`src/trig_gate_pkg.sv`:
```
// package: register map, field layout, reset values and timing for trigger/gate control
// assumes a single 25 MHz core clock
package trig_gate_pkg;

   // clock and trigger-out pulse timing
   localparam int CLK_NS = 40;
   localparam int PULSE_NS = 1000;
   localparam int PULSE_W = 6;
   // wider than the printed minimum: round up, then one extra cycle
   localparam logic [PULSE_W-1:0] PULSE_CYC = PULSE_W'((PULSE_NS + CLK_NS - 1) / CLK_NS + 1);
   // fastest legal fsk select toggling by the outside party
   localparam int FSK_MAX_KHZ = 100;

   // register byte offsets
   localparam logic [7:0] OFF_CTRL = 8'h00;
   localparam logic [7:0] OFF_BURST = 8'h04;
   localparam logic [7:0] OFF_PERIOD = 8'h08;
   localparam logic [7:0] OFF_CYCLE = 8'h0c;
   localparam logic [7:0] OFF_CMD = 8'h10;
   localparam logic [7:0] OFF_STATUS = 8'h14;

   // control register fields
   localparam int CTRL_W = 10;
   localparam int CTRL_SWEEP = 0;
   localparam int CTRL_BURST = 1;
   localparam int CTRL_FSK = 2;
   localparam int CTRL_GATED = 3;
   localparam int CTRL_NOISE = 4;
   localparam int CTRL_SRC_LO = 5;
   localparam int CTRL_SRC_HI = 6;
   localparam int CTRL_SLOPE = 7;
   localparam int CTRL_TOUT_EN = 8;
   localparam int CTRL_TOUT_SLOPE = 9;
   localparam int CMD_TRIG = 0;

   // status register fields
   localparam int STAT_STATE_LO = 0;
   localparam int STAT_HOP = 3;
   localparam int STAT_PIN = 4;
   localparam int STAT_LEFT_LO = 16;

   // reset values
   localparam logic [CTRL_W-1:0] CTRL_RST = 10'h000;
   localparam logic [15:0] BURST_RST = 16'h0001;
   localparam logic [23:0] PERIOD_RST = 24'h0003e8;
   localparam logic [15:0] CYCLE_RST = 16'h0019;

   typedef enum logic [1:0] {
      SRC_INT = 2'b00,
      SRC_EXT = 2'b01,
      SRC_BUS = 2'b10
   } src_t;

   typedef enum logic [2:0] {
      ST_IDLE = 3'b000,
      ST_SWEEP = 3'b001,
      ST_BURST = 3'b010,
      ST_GATE = 3'b011,
      ST_DRAIN = 3'b100
   } run_t;

endpackage : trig_gate_pkg

```
`src/trig_pin_if.sv`:
```
// interface: synchronised trigger pin level and its edges
// assumes producer and consumer share the core clock
`timescale 1ns/1ns
`default_nettype none
interface trig_pin_if;
   logic level;
   logic rise;
   logic fall;
   modport prod (output level, output rise, output fall);
   modport cons (input level, input rise, input fall);
endinterface : trig_pin_if
`default_nettype wire

```
`src/trig_sync.sv`:
```
// module: two-stage synchroniser with edge detect for the trigger pin
// assumes the pin is asynchronous to clk
`timescale 1ns/1ns
`default_nettype none
module trig_sync (
   input wire logic clk,
   input wire logic rst,
   input wire logic pin,
   trig_pin_if.prod s
);
   typedef struct packed {
      logic s1;
      logic s2;
      logic s3;
   } sync_t;

   sync_t r_reg;
   sync_t r_next;

   always_comb begin
      r_next = r_reg;
      r_next.s1 = pin;
      r_next.s2 = r_reg.s1;
      r_next.s3 = r_reg.s2;
   end

   always_ff @(posedge clk or posedge rst) begin
      if (rst) begin
         r_reg <= '0;
      end else begin
         r_reg <= r_next;
      end
   end

   assign s.level = r_reg.s2;
   assign s.rise = r_reg.s2 & ~r_reg.s3;
   assign s.fall = ~r_reg.s2 & r_reg.s3;
endmodule : trig_sync
`default_nettype wire

```
`src/cycle_ticker.sv`:
```
// module: marks the end of each waveform cycle while the output runs
// assumes len is the cycle length in clocks; zero acts as one
`timescale 1ns/1ns
`default_nettype none
module cycle_ticker #(
   parameter int W = 16
) (
   input wire logic clk,
   input wire logic rst,
   input wire logic run,
   input wire logic [W-1:0] len,
   output logic tick
);
   typedef struct packed {
      logic [W-1:0] cnt;
      logic tick;
   } tick_t;

   tick_t r_reg;
   tick_t r_next;

   always_comb begin
      r_next = r_reg;
      r_next.tick = 1'b0;
      if (!run) begin
         r_next.cnt = '0;
      end else if (len == '0 || r_reg.cnt >= len - 1'b1) begin
         r_next.cnt = '0;
         r_next.tick = 1'b1;
      end else begin
         r_next.cnt = r_reg.cnt + 1'b1;
      end
   end

   always_ff @(posedge clk or posedge rst) begin
      if (rst) begin
         r_reg <= '0;
      end else begin
         r_reg <= r_next;
      end
   end

   assign tick = r_reg.tick;
endmodule : cycle_ticker
`default_nettype wire

```
`src/trig_gate_ctrl.sv`:
```
// module: trigger input / gate / trigger output control with wishbone registers
// assumes synth runs while WAVE_RUN is high and holds start phase when low
// Functional notes
// - external source with sweep on: one sweep per selected trigger edge
// - external fsk: pin low selects carrier, pin high selects hop
// - triggered burst emits burst count cycles per trigger from selected source
// - gated burst runs continuously while gate level is true
// - gate false: finish current cycle, then halt at start phase
// - noise in gated mode stops immediately when gate goes false
// - trigger out only in sweep/burst, rising or falling edge at start
// - internal source: 50% square, period equals sweep time or burst period
// - external source: trigger out forced off, connector is an input
// - bus or manual source: pulse over 1 us at each start
// - connector triggers honoured only with external source and mode enabled
// - external edges during a running triggered burst are ignored
// - reset selects the internal trigger source
`timescale 1ns/1ns
`default_nettype none
module trig_gate_ctrl
   import trig_gate_pkg::*;
#(
   parameter int CNT_W = 24,
   parameter int BURST_W = 16
) (
   input wire logic CORE_CLK,
   input wire logic RST,
   input wire logic WB_CYC_I,
   input wire logic WB_STB_I,
   input wire logic WB_WE_I,
   input wire logic [7:0] WB_ADR_I,
   input wire logic [3:0] WB_SEL_I,
   input wire logic [31:0] WB_DAT_I,
   output logic [31:0] WB_DAT_O,
   output logic WB_ACK_O,
   input wire logic TRIG_IN,
   output logic TRIG_OUT,
   output logic TRIG_OUT_EN_N,
   output logic WAVE_RUN,
   output logic SWEEP_START,
   output logic BURST_START,
   output logic FSK_HOP
);
   typedef struct packed {
      logic [CTRL_W-1:0] ctrl;
      logic [BURST_W-1:0] burst_count;
      logic [CNT_W-1:0] period;
      logic [BURST_W-1:0] cyc_len;
      run_t state;
      logic [CNT_W-1:0] per_cnt;
      logic [CNT_W-1:0] sweep_left;
      logic [BURST_W-1:0] burst_left;
      logic [PULSE_W-1:0] pulse_cnt;
      logic bus_trig;
      logic wave_run;
      logic sweep_start;
      logic burst_start;
      logic fsk_hop;
      logic trig_out;
      logic trig_oe_n;
      logic ack;
      logic [31:0] dat;
   } state_t;

   state_t r_reg;
   state_t r_next;
   logic cyc_tick;

   trig_pin_if pin_if ();

   trig_sync u_sync (
      .clk(CORE_CLK),
      .rst(RST),
      .pin(TRIG_IN),
      .s(pin_if.prod)
   );

   cycle_ticker #(.W(BURST_W)) u_ticker (
      .clk(CORE_CLK),
      .rst(RST),
      .run(r_reg.wave_run),
      .len(r_reg.cyc_len),
      .tick(cyc_tick)
   );

   // byte-lane merge of a write into a register word
   function automatic logic [31:0] merge(input logic [31:0] old, input logic [31:0] din,
                                         input logic [3:0] sel);
      logic [31:0] res;
      res = old;
      for (int i = 0; i < 4; i++) begin
         if (sel[i]) begin
            res[8*i +: 8] = din[8*i +: 8];
         end
      end
      return res;
   endfunction : merge

   // picks the configured edge of the synchronised pin
   function automatic logic pick_edge(input logic neg, input logic rise, input logic fall);
      if (neg) begin
         return fall;
      end
      return rise;
   endfunction : pick_edge

   // status word: state, hop, synced pin, burst cycles left
   function automatic logic [31:0] status_word(input run_t st, input logic hop,
                                               input logic lvl,
                                               input logic [BURST_W-1:0] left);
      logic [31:0] w;
      w = '0;
      w[STAT_STATE_LO +: 3] = st;
      w[STAT_HOP] = hop;
      w[STAT_PIN] = lvl;
      w[STAT_LEFT_LO +: BURST_W] = left;
      return w;
   endfunction : status_word

   logic sweep_en;
   logic burst_en;
   logic fsk_ext;
   logic gated;
   logic noise;
   logic slope_neg;
   logic tout_en;
   logic tout_neg;
   src_t src;
   logic gate_mode;
   logic gate_true;
   logic int_on;
   logic int_tick;
   logic ext_trig;
   logic trig;
   logic tout_act;
   logic tout_lvl;
   logic req;

   always_comb begin
      // mode and source decode
      sweep_en = r_reg.ctrl[CTRL_SWEEP];
      burst_en = r_reg.ctrl[CTRL_BURST];
      fsk_ext = r_reg.ctrl[CTRL_FSK];
      gated = r_reg.ctrl[CTRL_GATED];
      noise = r_reg.ctrl[CTRL_NOISE];
      slope_neg = r_reg.ctrl[CTRL_SLOPE];
      tout_en = r_reg.ctrl[CTRL_TOUT_EN];
      tout_neg = r_reg.ctrl[CTRL_TOUT_SLOPE];
      src = src_t'(r_reg.ctrl[CTRL_SRC_HI:CTRL_SRC_LO]);
      gate_mode = burst_en & gated;
      gate_true = pin_if.level ^ slope_neg;
      int_on = (src == SRC_INT) & (sweep_en | burst_en) & ~gate_mode;
      int_tick = int_on & (r_reg.per_cnt == '0);
      // connector edge counts only with external source selected
      ext_trig = (src == SRC_EXT) & pick_edge(slope_neg, pin_if.rise, pin_if.fall);
      trig = int_tick | ext_trig | ((src == SRC_BUS) & r_reg.bus_trig);
      req = WB_CYC_I & WB_STB_I & ~r_reg.ack;

      r_next = r_reg;
      r_next.sweep_start = 1'b0;
      r_next.burst_start = 1'b0;
      r_next.bus_trig = 1'b0;

      // wishbone slave, one wait state, unmapped reads zero
      r_next.ack = req;
      r_next.dat = '0;
      if (req) begin
         r_next.dat = '0;
         if (WB_WE_I) begin
            case (WB_ADR_I)
               OFF_CTRL: begin
                  r_next.ctrl = CTRL_W'(merge(32'(r_reg.ctrl), WB_DAT_I, WB_SEL_I));
               end
               OFF_BURST: begin
                  r_next.burst_count = BURST_W'(merge(32'(r_reg.burst_count), WB_DAT_I,
                                                       WB_SEL_I));
               end
               OFF_PERIOD: begin
                  r_next.period = CNT_W'(merge(32'(r_reg.period), WB_DAT_I, WB_SEL_I));
               end
               OFF_CYCLE: begin
                  r_next.cyc_len = BURST_W'(merge(32'(r_reg.cyc_len), WB_DAT_I, WB_SEL_I));
               end
               OFF_CMD: begin
                  r_next.bus_trig = WB_SEL_I[0] & WB_DAT_I[CMD_TRIG];
               end
               default: begin
                  r_next.bus_trig = 1'b0;
               end
            endcase
         end else begin
            case (WB_ADR_I)
               OFF_CTRL: begin
                  r_next.dat = 32'(r_reg.ctrl);
               end
               OFF_BURST: begin
                  r_next.dat = 32'(r_reg.burst_count);
               end
               OFF_PERIOD: begin
                  r_next.dat = 32'(r_reg.period);
               end
               OFF_CYCLE: begin
                  r_next.dat = 32'(r_reg.cyc_len);
               end
               OFF_STATUS: begin
                  r_next.dat = status_word(r_reg.state, r_reg.fsk_hop, pin_if.level,
                                           r_reg.burst_left);
               end
               default: begin
                  r_next.dat = '0;
               end
            endcase
         end
      end

      // internal period timer, restarts at zero
      if (!int_on) begin
         r_next.per_cnt = '0;
      end else if (r_reg.per_cnt == '0) begin
         r_next.per_cnt = r_reg.period - 1'b1;
      end else begin
         r_next.per_cnt = r_reg.per_cnt - 1'b1;
      end

      // run state machine
      case (r_reg.state)
         ST_IDLE: begin
            if (gate_mode) begin
               if (gate_true) begin
                  r_next.state = ST_GATE;
                  r_next.burst_start = 1'b1;
               end
            end else if (sweep_en && trig) begin
               r_next.state = ST_SWEEP;
               r_next.sweep_left = r_reg.period;
               r_next.sweep_start = 1'b1;
            end else if (burst_en && trig) begin
               r_next.state = ST_BURST;
               r_next.burst_left = r_reg.burst_count;
               r_next.burst_start = 1'b1;
            end
         end
         ST_SWEEP: begin
            if (!sweep_en) begin
               r_next.state = ST_IDLE;
            end else if (trig) begin
               r_next.sweep_left = r_reg.period;
               r_next.sweep_start = 1'b1;
            end else if (r_reg.sweep_left <= 1) begin
               r_next.state = ST_IDLE;
            end else begin
               r_next.sweep_left = r_reg.sweep_left - 1'b1;
            end
         end
         ST_BURST: begin
            // new triggers are not looked at here
            if (!burst_en || gate_mode) begin
               r_next.state = ST_IDLE;
            end else if (cyc_tick) begin
               if (r_reg.burst_left <= 1) begin
                  r_next.state = ST_IDLE;
                  r_next.burst_left = '0;
               end else begin
                  r_next.burst_left = r_reg.burst_left - 1'b1;
               end
            end
         end
         ST_GATE: begin
            if (!gate_mode || !gate_true) begin
               if (noise) begin
                  r_next.state = ST_IDLE;
               end else if (cyc_tick) begin
                  r_next.state = ST_IDLE;
               end else begin
                  r_next.state = ST_DRAIN;
               end
            end
         end
         ST_DRAIN: begin
            if (cyc_tick || noise) begin
               r_next.state = ST_IDLE;
            end
         end
         default: begin
            r_next.state = ST_IDLE;
         end
      endcase

      // low run level makes the synth hold its start phase
      r_next.wave_run = (r_next.state != ST_IDLE);

      // carrier on low pin level, hop on high; slow toggling assumed
      r_next.fsk_hop = fsk_ext & pin_if.level;

      // trigger-out pulse length for bus starts
      if (r_next.sweep_start || r_next.burst_start) begin
         r_next.pulse_cnt = PULSE_CYC;
      end else if (r_reg.pulse_cnt != '0) begin
         r_next.pulse_cnt = r_reg.pulse_cnt - 1'b1;
      end

      // trigger out enable and level
      tout_act = tout_en & (sweep_en | burst_en) & (src != SRC_EXT);
      case (src)
         SRC_INT: begin
            tout_lvl = int_on & (r_next.per_cnt >= (r_reg.period >> 1));
         end
         SRC_BUS: begin
            tout_lvl = (r_next.pulse_cnt != '0);
         end
         default: begin
            tout_lvl = 1'b0;
         end
      endcase
      r_next.trig_out = tout_act ? (tout_lvl ^ tout_neg) : tout_neg;
      r_next.trig_oe_n = ~tout_act;
   end

   always_ff @(posedge CORE_CLK or posedge RST) begin
      if (RST) begin
         r_reg <= '0;
         r_reg.ctrl <= CTRL_RST;
         r_reg.burst_count <= BURST_RST;
         r_reg.period <= PERIOD_RST;
         r_reg.cyc_len <= CYCLE_RST;
         r_reg.state <= ST_IDLE;
         r_reg.trig_oe_n <= 1'b1;
      end else begin
         r_reg <= r_next;
      end
   end

   assign WB_DAT_O = r_reg.dat;
   assign WB_ACK_O = r_reg.ack;
   assign TRIG_OUT = r_reg.trig_out;
   assign TRIG_OUT_EN_N = r_reg.trig_oe_n;
   assign WAVE_RUN = r_reg.wave_run;
   assign SWEEP_START = r_reg.sweep_start;
   assign BURST_START = r_reg.burst_start;
   assign FSK_HOP = r_reg.fsk_hop;
endmodule : trig_gate_ctrl
`default_nettype wire

```
`config.mk`:
```
export PLATFORM = sky130hd
export DESIGN_NAME = trig_gate_ctrl
export DESIGN_NICKNAME = d
export VERILOG_FILES = /design/src/trig_gate_pkg.sv /design/src/trig_pin_if.sv /design/src/trig_sync.sv /design/src/cycle_ticker.sv /design/src/trig_gate_ctrl.sv
export SDC_FILE = /design/constraint.sdc
export NUM_CORES = 1
export LEC_CHECK = 0
export ABC_AREA = 1
export BUFFER_PORTS_ARGS = -buffer_cell sky130_fd_sc_hd__buf_2
export CAP_MARGIN = 20
export CORE_UTILIZATION = 35
export CTS_BUF_LIST = sky130_fd_sc_hd__clkbuf_4 sky130_fd_sc_hd__clkbuf_8
export CTS_CLUSTER_DIAMETER = 40
export DETAILED_ROUTE_END_ITERATION = 8
export PLACE_DENSITY = 0.59
export RECOVER_POWER = 100
export REMOVE_ABC_BUFFERS = 1
export SETUP_SLACK_MARGIN = 0.5
export SYNTH_ARGS = -nofsm -noshare
export SYNTH_HDL_FRONTEND = slang
export SYNTH_SLANG_ARGS = --single-unit
```
`constraint.sdc`:
```
create_clock -name CORE_CLK -period 9.6 [get_ports CORE_CLK]
set_input_delay 0.96 -clock CORE_CLK [delete_from_list [all_inputs] [get_ports CORE_CLK]]
set_output_delay 0.96 -clock CORE_CLK [all_outputs]
set_load 0.01 [all_outputs]
```
-- Word-level counts from Yosys, hierarchy flattened
Cells that the tools add are included.
W data, S select, Z words.
- output and inout port bits: 39
- register bits after elaboration: 199
- bits of input ports: 50
- word-level logic and storage cells: 171
- equality and inequality tests: 20
- reductions and logical operators: 31
- bitwise logic cells: 25
- muxes and demuxes: 56
- $add $sub $neg: 7
- order comparisons: 4
- operators with widths (operator ; count):
    $pmux W32 S5 ; 1
    $mux W24 ; 6
    $mux W16 ; 7
    $sub A24 B1 Y24 const B ; 3
    $mux W32 ; 2
    $pmux W24 S2 ; 1
    $mux W3 ; 14
    $mux W40 ; 1
    $reduce_and A4 Y1 ; 9
    $pmux W16 S2 ; 1
    $sub A16 B1 Y16 const B ; 2
    $ge A24 B23 Y1 ; 1
    $le A24 B1 Y1 const B ; 1
    $logic_not A24 Y1 ; 1
    $mux W1 ; 18
    $add A16 B1 Y16 const B ; 1
    $eq A8 B4 Y1 const B ; 2
    $eq A8 B5 Y1 const B ; 2
    $ge A16 B16 Y1 ; 1
    $le A16 B1 Y1 const B ; 1
    $logic_not A16 Y1 ; 1
    $and A1 B1 Y1 ; 15
    $pmux W3 S5 ; 1
    $mux W6 ; 2
    25 further kinds ; 49

-- Logic depth before layout (Yosys ltp)
- depth after elaboration: 18
- gate-level depth with buffers: 34
- depth with buffers taken out: 33

-- Modules after synthesis
From an unflattened synthesis, not the netlist that was laid out.
- cells, all modules: 1523
- area, all modules: 11781.3 um^2
- modules (own cells, without submodules) (module ; area each (um^2) ; sequential area each (um^2) ; cells each ; instances):
    trig_gate_ctrl ; 10067.2 ; 4493.1 ; 1296 ; 1
    cycle_ticker ; 1620.3 ; 425.4 ; 219 ; 1
    trig_sync ; 93.8 ; 75.1 ; 8 ; 1

-- Worst setup path after synthesis
Ideal clock, no wire load.
- kind: reg2reg
- start: reg r_reg[109] (netlist name)
- end: reg r_reg (netlist bit TRIG_OUT)
- slack: 6.254 ns
- arrival: 3.233 ns
- clock period less this slack: 3.346 ns
- required time: 9.487 ns
- setup time: 0.113 ns
- cell stages (with the launch flop): 33
- path buffers: 1
- path through: dfrtp_1 -> nor2_1 -> nand2_1 -> nor2_2 -> nand3_4 -> buf_6 -> o21bai_4 -> inv_1 -> ha_1 -> inv_1 -> nor3_1 -> nand4_1 -> nor3_2 -> o21ai_0 -> a21oi_1 -> ha_1 -> nand2_1 -> inv_1 -> nand3_1 -> nor3_1 -> nand2_1 -> nand2_1 -> nand2_1 -> nand2_1 -> nand2_1 -> nand2_1 -> nand2_1 -> nand3_1 -> nand2_1 -> nand2_1 -> nand3_1 -> nand2_1 -> inv_1
- RTL lines (item ; line ; source):
    start: declaration ; trig_gate_ctrl.sv:64 ; state_t r_reg;
    start signal: assignment ; trig_gate_ctrl.sv:328 ; r_reg <= r_next;

-- Final worst setup path
- start: reg r_reg[109] (netlist name)
- end: reg r_reg[69] (netlist name)
- longest elaborated chain between the ends: 7
- elaborated cells on any way between the ends: 11
- classes of those cells: 2 x eq/ne; 3 x mux; 3 x bitwise; 3 x reduce/logical
- ends and longest elaborated chain (item ; line ; source):
    $logic_not A24 Y1 * ; trig_gate_ctrl.sv:152 ; int_tick = int_on & (r_reg.per_cnt == '0);
    $and A1 B1 Y1 * ; trig_gate_ctrl.sv:152 ;
    $or A1 B1 Y1 * (2 in series) ; trig_gate_ctrl.sv:155 ; trig = int_tick | ext_trig | ((src == SRC_BUS) & r_reg.bus_trig);
    $mux W24 or $logic_and A1 B1 Y1 (tied branches) ; trig_gate_ctrl.sv:245, trig_gate_ctrl.sv:232 ;
    $mux W24 or $ne A2 B2 Y1 (tied branches) ; n/a ;
    $pmux W24 S2 or $reduce_and A5 Y1 (tied branches) ; n/a ;
Every way passes the cells marked *; elsewhere a longest branch is shown, timed or not. The select of a mux whose other input is x is not followed.
A chain may end at the register's enable or synchronous reset.

==> run metrics <==
outcome=finished with violations; violated checks=capacitance limit, slew limit; gr ovfl total=0; via count=9,664; Yosys reg bits=199; peak supply drop=0.0000846 V; DRT Pass-1 Iters=6; Cell Rows=65; Final #Nets=1,580; CP dominant cell by count=nor2_1; crit-path max cell delay=1170 ps; Largest register FFs=136; CP Capture Type=register; CTS Hold Bufs=0; Yosys cell types=54; Cell Pwr Density=150 mW/mm^2; final slew viol count=229; max-cap violation count=3; top cells by area, synth=dfrtp_1 (41%), nand2_1 (9.1%), inv_1 (6.4%); Root Driver=clkbuf_8; final hold slack=362 ps; number of flops mapped to enable cells by yosys=0; Final GP Congestion=0.937; critical path data required time=9980 ps; Multi-input gate area=0.00522 sq mm; Initial Utilization=35.9%; Vias/cell=5.01; num ports=89; diodes inserted=0; Setup TNS=0 ps; Max Fclk=149 MHz; layout cells sized above 1=7.29%; post-CTS sizing=0; RSZ-0062 raised after global routing=no; All-Layer GR Usage=18.8%; top cell type's share of synthesized area=40.9%; setup bufs post-CTS=0; yosys warns=0; die width=183 microns; period utilization=69.8%; Clock Latency Late Sink=490 ps; Final Non-Filler Cells=1,930; largest net degree at the start of global routing=123; synth cell count leaders=nand2_1 (279), inv_1 (197), dfrtp_1 (188), nor2_1 (142), o21ai_0 (138); clock slew at reported path FFs=100 ps; Fin Clk Skew=20.0 ps; Avg Synthesized Cell Area=7.93 sq um; CP delay by family, top=simple AND/OR/NAND/NOR gates; area leader, netlist=dfrtp_1; CTS tree=done; Final ANT Viol Nets=0; sequential fraction of the synthesis area=43.5%; Syn Std Cell Area=0.0115 sq mm; WL/cell=15.8 microns; CP Buf/Inv Count=1; Final setup viols=0; critical path, cell by cell=nor2_1 > nand2_1 > nor2_1 > nand3_1 > o21ai_0 > nor2_1 > nand4_1 > nand3_1 > inv_2 > o21ai_0 > a22o_1; first-pass GRT wire length=49.2 mm; Sequential Area=0.00499 sq mm; DRC viols=0; Layout fillers=3,317; critical path type=register to register; Startpoint Class=register; final hold viol count=0; vias in the first global route=9,198; Slowest cell on crit path=nand3_1; ys flop type=dfrtp_1; clock sinks=199; Static Leak=6.04 nW; fraction of registers with async set/reset=100%; htree depth=4; Worst-Margin Slew=5400 ps; Mapped Cells=1,448; Tmin final=6700 ps; cts bufs inserted=17; drt initial violations=660; port bufs=79; HPWL after detailed placement=22.9 mm; area grow syn2layout=7.37%; Die Y=183 microns; Die ar.=0.0336 sq mm; Worst Path Max Fanout=28; Pwr Total=0.00185 W; Worst Path Arrival=7080 ps; Cell Count Post-Placement=1,898; HP Class=register to register; Max-slew headroom=-262%; CTS Buffer Depth=2; Routed WL=30.5 mm; antenna violations before repair=0; core box area=0.0320 sq mm; most frequent cell after synthesis=nand2_1
-- metal layers --
metal	GRT usage (%)	wire (microns)	vias up
li1	-	-	4803
met1	25.5	14200	4584
met2	31.2	14300	243
met3	2.30	1360	34
met4	5.97	627	0
met5	0	0	-
-- where the power goes --
| group | switching, W | internal (W) |
|---|---|---|
| sequential | 0.0000137 | 0.000857 |
| combinational | 0.000260 | 0.000117 |
| clock | 0.000334 | 0.000269 |
| total | 0.000608 | 0.00124 |
-- worst paths after layout --
kind / startpoint / to / slack, ps / cells after the start
worst max-delay path: r_reg[109] / r_reg[69] / 2900 / 11
worst min-delay path: u_sync.r_next[1] / u_sync.s.level / 360 / 0
worst max register to register: r_reg[109] / r_reg[69] / 2900 / 11
worst min register to register: u_sync.r_next[1] / u_sync.s.level / 360 / 0
max in group asynchronous: RST / r_reg[157] / 3820 / 3
min in group asynchronous: RST / r_reg[45] / 2110 / 2
-- placed cells by master, fill, tap and decap left out, types with 4 or more instances in the layout --
master,count
nand2_1,279
inv_1,196
dfrtp_1,188
nor2_1,147
o21ai_0,143
a21oi_1,64
nor3_1,62
nand3_1,53
ha_1,48
clkbuf_1,43
buf_2,40
xor2_1,35
nand4_1,31
o22ai_1,18
clkbuf_8,17
xnor2_1,13
dfstp_2,11
a31oi_1,8
a221oi_1,8
mux2_2,8
nor4_1,6
o21bai_1,6
a22oi_1,5
o21bai_2,4
inv_8,4
-- layout make-up --
class	instances	share of cell area [%]
Sequential cell	199	40.5
Tap cell	435	4.41
Multi-Input combinational cell	977	42.3
Inverter	202	6.16
Clock buffer	17	1.90
Timing Repair Buffer	85	3.03
Clock inverter	15	1.69
-- cells by family (layout without fill, tap and decap cells) --
family	after synthesis	count (layout)	share of synthesized area, %
buffers and inverters	272	319	10.4
adder cells (fa/ha/maj)	48	48	5.23
flip-flops	199	199	43.5
multiplexers	8	8	0.784
AO/OA/AOI/OAI	281	281	14.1
XOR/XNOR	48	48	3.66
AND/OR/NAND/NOR	592	592	22.3
-- metrics by stage --
step                      cell area (sq um)  util [%]  setup slack (ps)
final                                 12300      38.6              2900
after detailed placement              12000      37.7              4930
after global placement                12000      37.7              4910
after floorplan                       11100         -              3230
after CTS                             12500      39.1              4880
after global routing                  12300      38.6              2230
(Power assumes the default switching activity.)
